File: config.mk
export PLATFORM = sky130hd
export DESIGN_NAME = ufc_flow
export DESIGN_NICKNAME = d
export VERILOG_FILES = /design/src/ufc_pkg.sv /design/src/ufc_fifo.sv /design/src/ufc_flow.sv
export SDC_FILE = /design/constraint.sdc
export NUM_CORES = 2
export LEC_CHECK = 0
export BUFFER_PORTS_ARGS = -buffer_cell sky130_fd_sc_hd__buf_2
export CORE_MARGIN = 10
export CORE_UTILIZATION = 31
export CTS_CLUSTER_DIAMETER = 50
export DETAILED_ROUTE_END_ITERATION = 16
export SLEW_MARGIN = 40
export SYNTH_ARGS = -nofsm -noshare
export SYNTH_HDL_FRONTEND = slang
export SYNTH_SLANG_ARGS = --single-unit
export TNS_END_PERCENT = 100
File: constraint.sdc
create_clock -name clk -period 5.5 [get_ports clk]
set_input_delay 1.1 -clock clk [delete_from_list [all_inputs] [get_ports clk]]
set_output_delay 1.1 -clock clk [all_outputs]
set_load 0.01 [all_outputs]
File: src/ufc_pkg.sv
// shared constants and types of the uart flow control block
package ufc_pkg;
	localparam int FIFO_DEPTH = 64;
	localparam int CNT_W      = 7;
	localparam int OVERSAMPLE = 16;
	localparam int SAMP_W     = 4;

	localparam logic [CNT_W-1:0] LVL_ONE   = 7'h01;
	localparam logic [CNT_W-1:0] LVL_FULL  = 7'h40;
	localparam int               LVL_SHIFT = 2;
	// selectable trigger levels and the next lower level of each
	localparam logic [CNT_W-1:0] SEL_LVL [4] = '{7'h08, 7'h10, 7'h38, 7'h3C};
	localparam logic [CNT_W-1:0] SEL_LOW [4] = '{7'h01, 7'h08, 7'h10, 7'h38};

	localparam int EFR_AUTO_CTS = 7;
	localparam int EFR_AUTO_RTS = 6;
	localparam int EFR_SPECIAL  = 5;
	localparam int EFR_TXSW_HI  = 3;
	localparam int EFR_TXSW_LO  = 2;
	localparam int EFR_RXSW_HI  = 1;
	localparam int EFR_RXSW_LO  = 0;
	localparam int MCR_ANY      = 5;
	localparam int MCR_RTS      = 1;
	localparam int FCR_FIFO_EN  = 0;
	localparam int FCR_RX_HI    = 7;
	localparam int FCR_RX_LO    = 6;
	localparam int FCR_TX_HI    = 5;
	localparam int FCR_TX_LO    = 4;
	localparam int LVL_RX_HI    = 7;
	localparam int LVL_RX_LO    = 4;
	localparam int LVL_TX_HI    = 3;
	localparam int LVL_TX_LO    = 0;
	localparam int IER_PAUSE    = 5;

	localparam logic [1:0] SW_NONE   = 2'h0;
	localparam logic [1:0] SW_FIRST  = 2'h2;
	localparam logic [1:0] SW_SECOND = 2'h1;
	localparam logic [1:0] SW_BOTH   = 2'h3;

	localparam logic [5:0] IDENT_PAUSE = 6'h10;
	localparam logic [5:0] IDENT_NONE  = 6'h01;

	localparam logic [15:0] BAUD_ONE = 16'h0001;
	localparam logic [2:0]  WL_BASE  = 3'h4;

	typedef struct packed {
		logic [2:0] err;
		logic [7:0] data;
	} ufc_rx_entry_t;

	typedef struct packed {
		logic [7:0]  enhanced_feature_reg;
		logic [7:0]  modem_control_reg;
		logic [7:0]  flow_threshold_reg;
		logic [7:0]  programmable_trigger_reg;
		logic [7:0]  fifo_control_reg;
		logic [7:0]  interrupt_enable_reg;
		logic [15:0] divisor;
		logic [1:0]  word_len;
		logic [7:0]  pause_char_first;
		logic [7:0]  pause_char_second;
		logic [7:0]  resume_char_first;
		logic [7:0]  resume_char_second;
	} ufc_cfg_t;

	typedef enum logic [3:0] {
		TX_IDLE  = 4'b0001,
		TX_START = 4'b0010,
		TX_DATA  = 4'b0100,
		TX_STOP  = 4'b1000
	} ufc_tx_state_t;
endpackage

File: src/ufc_fifo.sv
// parameterised fifo with registered read data
module ufc_fifo #(
	parameter int WIDTH = 8,
	parameter int DEPTH = 4,
	parameter int CW    = $clog2(DEPTH + 1)
) (
	input  wire logic             clk,
	input  wire logic             rst_n,
	input  wire logic             in_valid,
	output logic                  in_ready,
	input  wire logic [WIDTH-1:0] in_data,
	output logic                  out_valid,
	input  wire logic             out_ready,
	output logic      [WIDTH-1:0] out_data,
	output logic      [CW-1:0]    count
);
	localparam int AW = $clog2(DEPTH);

	logic [WIDTH-1:0] mem [DEPTH];
	logic [AW-1:0]    wptr;
	logic [AW-1:0]    rptr;
	logic [CW-1:0]    mcount;
	logic [CW-1:0]    next_mcount;
	wire              push = in_valid & in_ready;
	wire              load = (mcount != '0) & (~out_valid | out_ready);
	wire              pop  = out_valid & out_ready;

	assign count       = mcount + CW'(out_valid);
	assign in_ready    = count < CW'(DEPTH);
	assign next_mcount = mcount + CW'(push) - CW'(load);

	always_ff @(posedge clk) begin
		if (push) begin
			mem[wptr] <= in_data;
		end
	end

	always_ff @(posedge clk or negedge rst_n) begin
		if (!rst_n) begin
			wptr      <= '0;
			rptr      <= '0;
			mcount    <= '0;
			out_valid <= 1'b0;
			out_data  <= '0;
		end else begin
			wptr      <= push ? wptr + AW'(1) : wptr;
			rptr      <= load ? rptr + AW'(1) : rptr;
			mcount    <= next_mcount;
			out_valid <= load | (out_valid & ~pop);
			out_data  <= load ? mem[rptr] : out_data;
		end
	end
endmodule

File: src/ufc_flow.sv
// uart flow control, trigger levels, fifos and transmitter
//
// Behaviour
// - transmit and receive fifos hold 64 characters; receive entries carry 3 error bits
// - baud generator divides the clock by a 16-bit divisor from 1 to 65535
// - after reset fifos are off so trigger levels act as one character
// - programmable trigger levels apply unless that register is zero
// - enhanced feature bits 7 and 6 enable automatic cts and rts
// - with automatic cts, a data character starts only while cts is low; flow characters do not wait for cts
// - with automatic cts, cts changes raise no host interrupt
// - automatic rts stays low below halt level, goes high once reached
// - after a halt, rts returns low when occupancy drains to resume level, or below the next lower level with a zero flow threshold register
// - zero flow threshold register selects the fifo control trigger levels
// - characters are still accepted after rts went high until the receive fifo holds 64
// - enhanced feature bits 3:2 choose which pause and resume characters are sent
// - enhanced feature bits 1:0 choose which characters the receiver compares
// - with modem control bit 5, any character other than a pause character resumes sending after a pause
// - special character sets pause interrupt, is stored, ident read clears it
// - a pause stops sending after the current character and raises interrupt
// - a resume restarts sending and withdraws the pause interrupt
// - pause characters are sent when occupancy passes the halt level
// - resume characters are sent when occupancy reaches the resume level, or drops below the next lower level with a zero flow threshold register
// - flow characters are framed like data, word length low bits only
// - pause interrupt reports identification code 01 0000 at level six
// - after reset rts and serial output are high
module ufc_flow
	import ufc_pkg::*;
#(
	parameter int DEPTH = ufc_pkg::FIFO_DEPTH
) (
	input  wire logic                   clk,
	input  wire logic                   rst_n,
	input  wire ufc_pkg::ufc_cfg_t      cfg,
	input  wire logic                   tx_in_valid,
	output logic                        tx_in_ready,
	input  wire logic [7:0]             tx_in_data,
	input  wire logic                   rx_char_valid,
	input  wire ufc_pkg::ufc_rx_entry_t rx_char,
	output logic                        rx_overrun,
	output logic                        rx_out_valid,
	input  wire logic                   rx_out_ready,
	output ufc_pkg::ufc_rx_entry_t      rx_out,
	input  wire logic                   ident_read,
	input  wire logic                   cts_n,
	output logic                        txd,
	output logic                        rts_n,
	output logic                        irq_n,
	output logic [5:0]                  ident_code,
	output logic                        pause_int,
	output logic                        cts_change,
	output logic                        tx_halted,
	output logic [ufc_pkg::CNT_W-1:0]   rx_count,
	output logic [ufc_pkg::CNT_W-1:0]   tx_count,
	output logic                        rx_trig_hit,
	output logic                        tx_trig_hit
);
	import ufc_pkg::*;

	logic          rst_q1;
	logic          srst_n;
	logic [2:0]    cts_q;
	logic          cts_n_s;
	logic [15:0]   bcnt;
	logic [SAMP_W-1:0] samp;
	logic [2:0]    bit_idx;
	logic [7:0]    shift;
	ufc_tx_state_t tx_state;
	ufc_tx_state_t next_tx_state;
	logic          rts_halt;
	logic          pause_sent;
	logic          flow_busy;
	logic          flow_is_pause;
	logic          flow_second;
	logic          seq_p1;
	logic          seq_r1;
	logic          int_special;
	logic          tx_fifo_valid;
	logic [7:0]    tx_fifo_data;
	logic          rx_in_ready;

	// reset release through two flops
	always_ff @(posedge clk or negedge rst_n) begin
		if (!rst_n) begin
			rst_q1 <= 1'b0;
			srst_n <= 1'b0;
		end else begin
			rst_q1 <= 1'b1;
			srst_n <= rst_q1;
		end
	end

	// configuration decode
	wire       auto_cts = cfg.enhanced_feature_reg[EFR_AUTO_CTS];
	wire       auto_rts = cfg.enhanced_feature_reg[EFR_AUTO_RTS];
	wire       special  = cfg.enhanced_feature_reg[EFR_SPECIAL];
	wire [1:0] tx_mode  =
		cfg.enhanced_feature_reg[EFR_TXSW_HI:EFR_TXSW_LO];
	wire [1:0] rx_mode  =
		cfg.enhanced_feature_reg[EFR_RXSW_HI:EFR_RXSW_LO];
	wire       fifo_en  = cfg.fifo_control_reg[FCR_FIFO_EN];
	wire [1:0] rx_sel   = cfg.fifo_control_reg[FCR_RX_HI:FCR_RX_LO];
	wire [1:0] tx_sel   = cfg.fifo_control_reg[FCR_TX_HI:FCR_TX_LO];
	wire       tlr_zero = cfg.programmable_trigger_reg == '0;
	wire       tcr_zero = cfg.flow_threshold_reg == '0;

	// trigger levels
	wire [CNT_W-1:0] rx_prog = CNT_W'(
		cfg.programmable_trigger_reg[LVL_RX_HI:LVL_RX_LO]) << LVL_SHIFT;
	wire [CNT_W-1:0] tx_prog = CNT_W'(
		cfg.programmable_trigger_reg[LVL_TX_HI:LVL_TX_LO]) << LVL_SHIFT;
	wire [CNT_W-1:0] rx_trig = !fifo_en ? LVL_ONE :
		(tlr_zero ? SEL_LVL[rx_sel] : rx_prog);
	wire [CNT_W-1:0] tx_trig = !fifo_en ? LVL_ONE :
		(tlr_zero ? SEL_LVL[tx_sel] : tx_prog);
	assign rx_trig_hit = rx_count >= rx_trig;
	assign tx_trig_hit = (LVL_FULL - tx_count) >= tx_trig;

	// halt and resume levels
	wire [CNT_W-1:0] tcr_halt = CNT_W'(
		cfg.flow_threshold_reg[LVL_TX_HI:LVL_TX_LO]) << LVL_SHIFT;
	wire [CNT_W-1:0] tcr_res = CNT_W'(
		cfg.flow_threshold_reg[LVL_RX_HI:LVL_RX_LO]) << LVL_SHIFT;
	wire [CNT_W-1:0] halt_lvl = tcr_zero ? SEL_LVL[rx_sel] : tcr_halt;
	wire halt_hit   = rx_count >= halt_lvl;
	wire pass_halt  = rx_count > halt_lvl;
	wire resume_hit = tcr_zero ? (rx_count < SEL_LOW[rx_sel]) :
		(rx_count <= tcr_res);

	// receive character comparison
	wire [7:0] c     = rx_char.data;
	wire is_p1 = c == cfg.pause_char_first;
	wire is_p2 = c == cfg.pause_char_second;
	wire is_r1 = c == cfg.resume_char_first;
	wire is_r2 = c == cfg.resume_char_second;
	wire seq   = (rx_mode == SW_BOTH) &
		((tx_mode == SW_BOTH) | (tx_mode == SW_NONE));
	wire p_match = ((rx_mode == SW_FIRST) & is_p1) |
		((rx_mode == SW_SECOND) & is_p2) |
		((rx_mode == SW_BOTH) & ~seq & (is_p1 | is_p2)) |
		(seq & is_p2 & seq_p1);
	wire r_match = ((rx_mode == SW_FIRST) & is_r1) |
		((rx_mode == SW_SECOND) & is_r2) |
		((rx_mode == SW_BOTH) & ~seq & (is_r1 | is_r2)) |
		(seq & is_r2 & seq_r1);
	wire flow_chr = ((rx_mode == SW_FIRST) & (is_p1 | is_r1)) |
		((rx_mode == SW_SECOND) & (is_p2 | is_r2)) |
		((rx_mode == SW_BOTH) & (is_p1 | is_p2 | is_r1 | is_r2));
	wire sp_hit   = rx_char_valid & special & is_p2;
	wire pause_rx = rx_char_valid & ~sp_hit & p_match;
	wire any_res  = cfg.modem_control_reg[MCR_ANY] & tx_halted;
	wire resume_rx = rx_char_valid & ~pause_rx &
		((~sp_hit & r_match) | any_res);
	wire rx_in_valid = rx_char_valid & (sp_hit | ~flow_chr);

	// receive fifo, accepts while room remains even with rts high
	ufc_fifo #(
		.WIDTH ($bits(ufc_rx_entry_t)),
		.DEPTH (DEPTH),
		.CW    (CNT_W)
	) u_rx_fifo (
		.clk       (clk),
		.rst_n     (srst_n),
		.in_valid  (rx_in_valid),
		.in_ready  (rx_in_ready),
		.in_data   (rx_char),
		.out_valid (rx_out_valid),
		.out_ready (rx_out_ready),
		.out_data  (rx_out),
		.count     (rx_count)
	);

	// transmit launch decisions
	wire tx_idle     = tx_state == TX_IDLE;
	wire cts_ok      = ~auto_cts | ~cts_n_s;
	wire launch_flow = tx_idle & flow_busy;
	wire launch_data = tx_idle & ~flow_busy & tx_fifo_valid &
		~tx_halted & cts_ok;
	wire use_second  = flow_second | (tx_mode == SW_SECOND);
	wire [7:0] flow_char = flow_is_pause ?
		(use_second ? cfg.pause_char_second : cfg.pause_char_first) :
		(use_second ? cfg.resume_char_second : cfg.resume_char_first);
	wire [7:0] launch_char = launch_flow ? flow_char : tx_fifo_data;
	wire start_pause = ~flow_busy & (tx_mode != SW_NONE) &
		~pause_sent & pass_halt;
	wire start_res   = ~flow_busy & (tx_mode != SW_NONE) &
		pause_sent & resume_hit;

	ufc_fifo #(
		.WIDTH (8),
		.DEPTH (DEPTH),
		.CW    (CNT_W)
	) u_tx_fifo (
		.clk       (clk),
		.rst_n     (srst_n),
		.in_valid  (tx_in_valid),
		.in_ready  (tx_in_ready),
		.in_data   (tx_in_data),
		.out_valid (tx_fifo_valid),
		.out_ready (launch_data),
		.out_data  (tx_fifo_data),
		.count     (tx_count)
	);

	// baud tick and bit timing
	wire tick     = bcnt <= BAUD_ONE;
	wire bit_done = tick & (samp == SAMP_W'(OVERSAMPLE - 1));
	wire [2:0] last_bit = WL_BASE + 3'(cfg.word_len);

	always_comb begin
		next_tx_state = tx_state;
		case (tx_state)
			TX_IDLE: begin
				if (launch_flow | launch_data) begin
					next_tx_state = TX_START;
				end
			end
			TX_START: begin
				if (bit_done) begin
					next_tx_state = TX_DATA;
				end
			end
			TX_DATA: begin
				if (bit_done & (bit_idx == last_bit)) begin
					next_tx_state = TX_STOP;
				end
			end
			TX_STOP: begin
				if (bit_done) begin
					next_tx_state = TX_IDLE;
				end
			end
			default: next_tx_state = TX_IDLE;
		endcase
	end

	always_ff @(posedge clk or negedge srst_n) begin
		if (!srst_n) begin
			bcnt     <= BAUD_ONE;
			samp     <= '0;
			tx_state <= TX_IDLE;
		end else begin
			bcnt     <= tick ? cfg.divisor : bcnt - BAUD_ONE;
			samp     <= tx_idle ? '0 : (tick ? samp + SAMP_W'(1) : samp);
			tx_state <= next_tx_state;
		end
	end

	// serial shifter, idle high
	always_ff @(posedge clk or negedge srst_n) begin
		if (!srst_n) begin
			txd     <= 1'b1;
			shift   <= '0;
			bit_idx <= '0;
		end else if (tx_idle & (launch_flow | launch_data)) begin
			txd     <= 1'b0;
			shift   <= launch_char;
			bit_idx <= '0;
		end else if (bit_done & (tx_state == TX_START)) begin
			txd     <= shift[0];
		end else if (bit_done & (tx_state == TX_DATA)) begin
			txd     <= (bit_idx == last_bit) ? 1'b1 : shift[1];
			shift   <= shift >> 1;
			bit_idx <= bit_idx + 3'h1;
		end
	end

	// software flow transmit sequencing
	always_ff @(posedge clk or negedge srst_n) begin
		if (!srst_n) begin
			flow_busy     <= 1'b0;
			flow_is_pause <= 1'b0;
			flow_second   <= 1'b0;
			pause_sent    <= 1'b0;
		end else if (launch_flow) begin
			flow_second <= (tx_mode == SW_BOTH) & ~flow_second;
			flow_busy   <= (tx_mode == SW_BOTH) & ~flow_second;
		end else if (start_pause | start_res) begin
			flow_busy     <= 1'b1;
			flow_is_pause <= start_pause;
			pause_sent    <= start_pause;
		end else if (tx_mode == SW_NONE) begin
			pause_sent <= 1'b0;
		end
	end

	// receive side flow state, a new set wins over a clear
	always_ff @(posedge clk or negedge srst_n) begin
		if (!srst_n) begin
			seq_p1      <= 1'b0;
			seq_r1      <= 1'b0;
			tx_halted   <= 1'b0;
			pause_int   <= 1'b0;
			int_special <= 1'b0;
		end else begin
			seq_p1 <= rx_char_valid ? is_p1 : seq_p1;
			seq_r1 <= rx_char_valid ? is_r1 : seq_r1;
			tx_halted <= pause_rx | (tx_halted & ~resume_rx);
			if ((pause_rx | sp_hit) &
				cfg.interrupt_enable_reg[IER_PAUSE]) begin
				pause_int   <= 1'b1;
				int_special <= sp_hit;
			end else if ((resume_rx & ~int_special) |
				(ident_read & int_special)) begin
				pause_int   <= 1'b0;
				int_special <= 1'b0;
			end
		end
	end

	assign irq_n      = ~pause_int;
	assign ident_code = pause_int ? IDENT_PAUSE : IDENT_NONE;

	// cts pin sync, change accepted when stages two and three agree
	always_ff @(posedge clk or negedge srst_n) begin
		if (!srst_n) begin
			cts_q      <= 3'h7;
			cts_n_s    <= 1'b1;
			cts_change <= 1'b0;
		end else begin
			cts_q      <= {cts_q[1:0], cts_n};
			cts_n_s    <= (cts_q[1] == cts_q[2]) ? cts_q[2] : cts_n_s;
			cts_change <= ~auto_cts & (cts_q[1] == cts_q[2]) &
				(cts_q[2] != cts_n_s);
		end
	end

	// rts control and overrun
	always_ff @(posedge clk or negedge srst_n) begin
		if (!srst_n) begin
			rts_halt   <= 1'b0;
			rts_n      <= 1'b1;
			rx_overrun <= 1'b0;
		end else begin
			rts_halt   <= halt_hit | (rts_halt & ~resume_hit);
			rts_n      <= auto_rts ? (halt_hit | (rts_halt & ~resume_hit)) :
				~cfg.modem_control_reg[MCR_RTS];
			rx_overrun <= rx_in_valid & ~rx_in_ready;
		end
	end
endmodule

==> results.txt <==
cts bufs inserted -> 137
Setup CP Type -> flop to output port
post-synth top area share -> 67.43%
placed cell area -> 58230 um2
Die Area -> 191800 um2
post-route setup TNS -> 0 ps
vias in the first global route -> 27.66k
post-synthesis register bit count -> 1330
R2R depth -> 9
clk root buf -> clkbuf_16
Unique masters post-synth -> 63
Simple-Gate Fraction of Synth Area -> 4.011%
FF-to-FF End -> u_tx_fifo.mem[4][7]
Placement Setup Slack -> 891.5 ps
# rows -> 153
fin nets -> 3291
final wirelength -> 125.3 mm
Mapped Cells -> 2844
number of synthesized flops with an enable pin -> 1216
HP Class -> input pin to asynchronous set/reset pin
number of fill cells -> 16.21k
drt via density -> 4.875
status -> complete, no violations
via count -> 27.02k
max incr delay on CP -> 420 ps
VDD IR max -> 0.3638 mV
leak pwr -> 20.11 nW
Worst setup EP type -> output port
clock share of power -> 33.5%
DRT iter0 DRCs -> 2491
boundary pin count -> 166
CP startpoint -> u_tx_fifo.out_valid
Mapped Area -> 54160 um2
# resized after CTS -> 0
Reg clk slew, reported paths -> 50 ps
# hold bufs at CTS -> 0
Layout area overhead -> 15.66%
Highest Clock Rate -> 225.9 MHz
max_slew headroom -> 40.61%
Post-Synth Adder-Cell Area -> 1.548%
sequential power share -> 44.8%
Tcrit/Tclk final -> 80.48%
gr ovfl total -> 0
DR WL/cell -> 22.61 um
first-pass GRT wire length -> 186.0 mm
Setup WS post-layout -> 1073 ps
synth top area cells -> edfxtp_1 (67%), mux4_2 (13%), dfrtp_1 (4.9%)
top cells by instance count after synthesis -> edfxtp_1 (1216), mux4_2 (313), nor2_1 (207)
Worst EP arrival -> 3330 ps
post-route minimum period -> 4427 ps
post-synthesis xor/xnor area fraction -> 1.569%
Top Family by Delay on Critical Path -> adder cells
count of pins over their slew limit -> 0
startpoint types -> flop
Clock Latency Late Sink -> 760 ps
switching portion of total power -> 28.80%
Remaining DRCs -> 0
Hold Fails Final Rpt -> 0
syn avg cell area -> 19.04 um2
asr flop ratio synth -> 8.571%
CP dominant cell by count -> ha_1
Starting Density -> 31.16%
Combinational Power Share -> 21.8%
drt first pass iters -> 7
critical path buffer and inverter count -> 1
most frequently used flop master after synthesis -> edfxtp_1
share of cells above drive strength 1 -> 26.63%
sequential area share after synthesis -> 72.71%
Pwr per Cell Area -> 430.0 nW/um2
count leader, synth -> edfxtp_1
deepest clock path buffer count -> 3
RSZ-0062 raised after global routing -> false
Yosys top cell by area -> edfxtp_1
Data required, critical path -> 4400 ps
CTS sink count -> 1330
depth of the CTS H-tree -> 4
Crit Reg-Reg Startpoint -> u_tx_fifo.out_valid
R2R setup slack -> 1300 ps
Synth warnings -> 0
Worst Max-Slew Pin Slew -> 886.1 ps
maximum capacitance violations -> 0
final instance area -> 62640 um2
Worst Skew -> 37.33 ps
Antenna Violating Nets Remaining -> 0
Synth Area in Compound Gates -> 2.756%
multiplexer share of the synthesized area -> 15.81%
Port Buffers -> 144
largest family of logic cells by synthesized area -> multiplexers
Tot GR Track Use -> 12.82%
Net Switching -> 0.007757 W
post-CTS setup buffer count -> 0
largest net degree at the start of global routing -> 91
critical path, cell by cell -> ha_1 > ha_1 > xor2_1 > or3_1 > xnor2_1 > ha_1 > a21oi_1 > nor2b_1 > o21ai_0 > nand2_1 > buf_2
Setup Viol. Count Final -> 0
global placement routability congestion -> 0.8317
CTS tree -> yes
Final Core Density -> 36.03%
initial antenna violation count -> 7
Detailed Place HPWL -> 79.01 mm
die height -> 438.0 um
Core Region -> 173800 um2
CP max FO -> 4
Int Pwr -> 0.01917 W
Die W -> 438.0 um
worst hold margin -> 130.0 ps
slowest stage cell, crit path -> dfrtp_1
==> cells by family after synthesis <==
family	Yosys count
flops	1330
other cells	2
compound gates	223
simple gates	460
buf+inv	204
mux	462
fa+ha+maj	66
xor+xnor	97
==> how the worst max path moves through the flow <==
stage	to	cells after the start
global route	tx_trig_hit	11
CTS	tx_trig_hit	11
floorplan	tx_trig_hit	11
finish	tx_trig_hit	11
global placement	u_rx_fifo.mem[18][0]	9
detailed placement	u_rx_fifo.mem[53][10]	10
==> area by class of cell <==
class                      instances  area [um2]  area share [%]
multi-input combinational       1313       14010           22.37
tap                             2325        2909           4.644
clock buffer                     180        3671           5.861
timing repair buffer             265        1755           2.803
inverter                          55       206.4          0.3296
clock inverter                    68       664.4           1.061
sequential                      1330       39400           62.91
antenna                            6       15.01         0.02397
==> registers in the layout (all words and copies together) (netlist names), 6 cells and up <==
signal	cells
bcnt	16
shift	8
u_rx_fifo.mcount	7
u_rx_fifo.mem	704
u_rx_fifo.out_data	11
u_rx_fifo.rptr	6
u_rx_fifo.wptr	6
u_tx_fifo.mcount	7
u_tx_fifo.mem	512
u_tx_fifo.out_data	8
u_tx_fifo.rptr	6
u_tx_fifo.wptr	6
==> through the flow <==
step                total power (W)  std cells
floorplan                   0.01607       2847
global placement            0.01813       5284
detailed placement          0.01822       5288
CTS                         0.02724       5536
global route                0.02811       5538
finish                      0.02693       5542
==> layout by cell type (no fill, tap or decap), types with 15 or more instances in the layout <==
cell type     n
o21ai_0      36
xor2_1       19
buf_2       138
nand4_1      27
mux2i_1     133
nor2b_1      23
mux4_2      313
nor3_1       23
nor2_2       18
mux2_2       15
nand3_1      27
inv_1        54
a22oi_1      29
nand2_1      91
ha_1         63
clkinv_2     19
xnor2_1      78
nor2_1      189
clkbuf_16   138
dfrtp_1      99
a21oi_1      60
a211oi_1     21
buf_4       116
edfxtp_1   1216
clkbuf_1     36
a221oi_1     15
==> layer usage <==
metal / share of wire, % / track usage [%] / vias up
met2: 50 / 21.14 / 684
met4: 2.2 / 3.798 / 2
met5: 0.010 / 0 / -
met1: 43 / 17.44 / 14190
li1: - / - / 11960
met3: 4.9 / 2.078 / 177
==> power by group through the flow <==
stage | registers [W] | logic [W] | clock network (W)
after floorplan | 0.0119 | 0.00418 | 0
after global placement | 0.0123 | 0.00583 | 0
after detailed placement | 0.0123 | 0.00594 | 0
after CTS | 0.0121 | 0.00597 | 0.00921
after global routing | 0.0121 | 0.00637 | 0.00963
final | 0.0121 | 0.00586 | 0.00901
(Power assumes the default switching activity.)
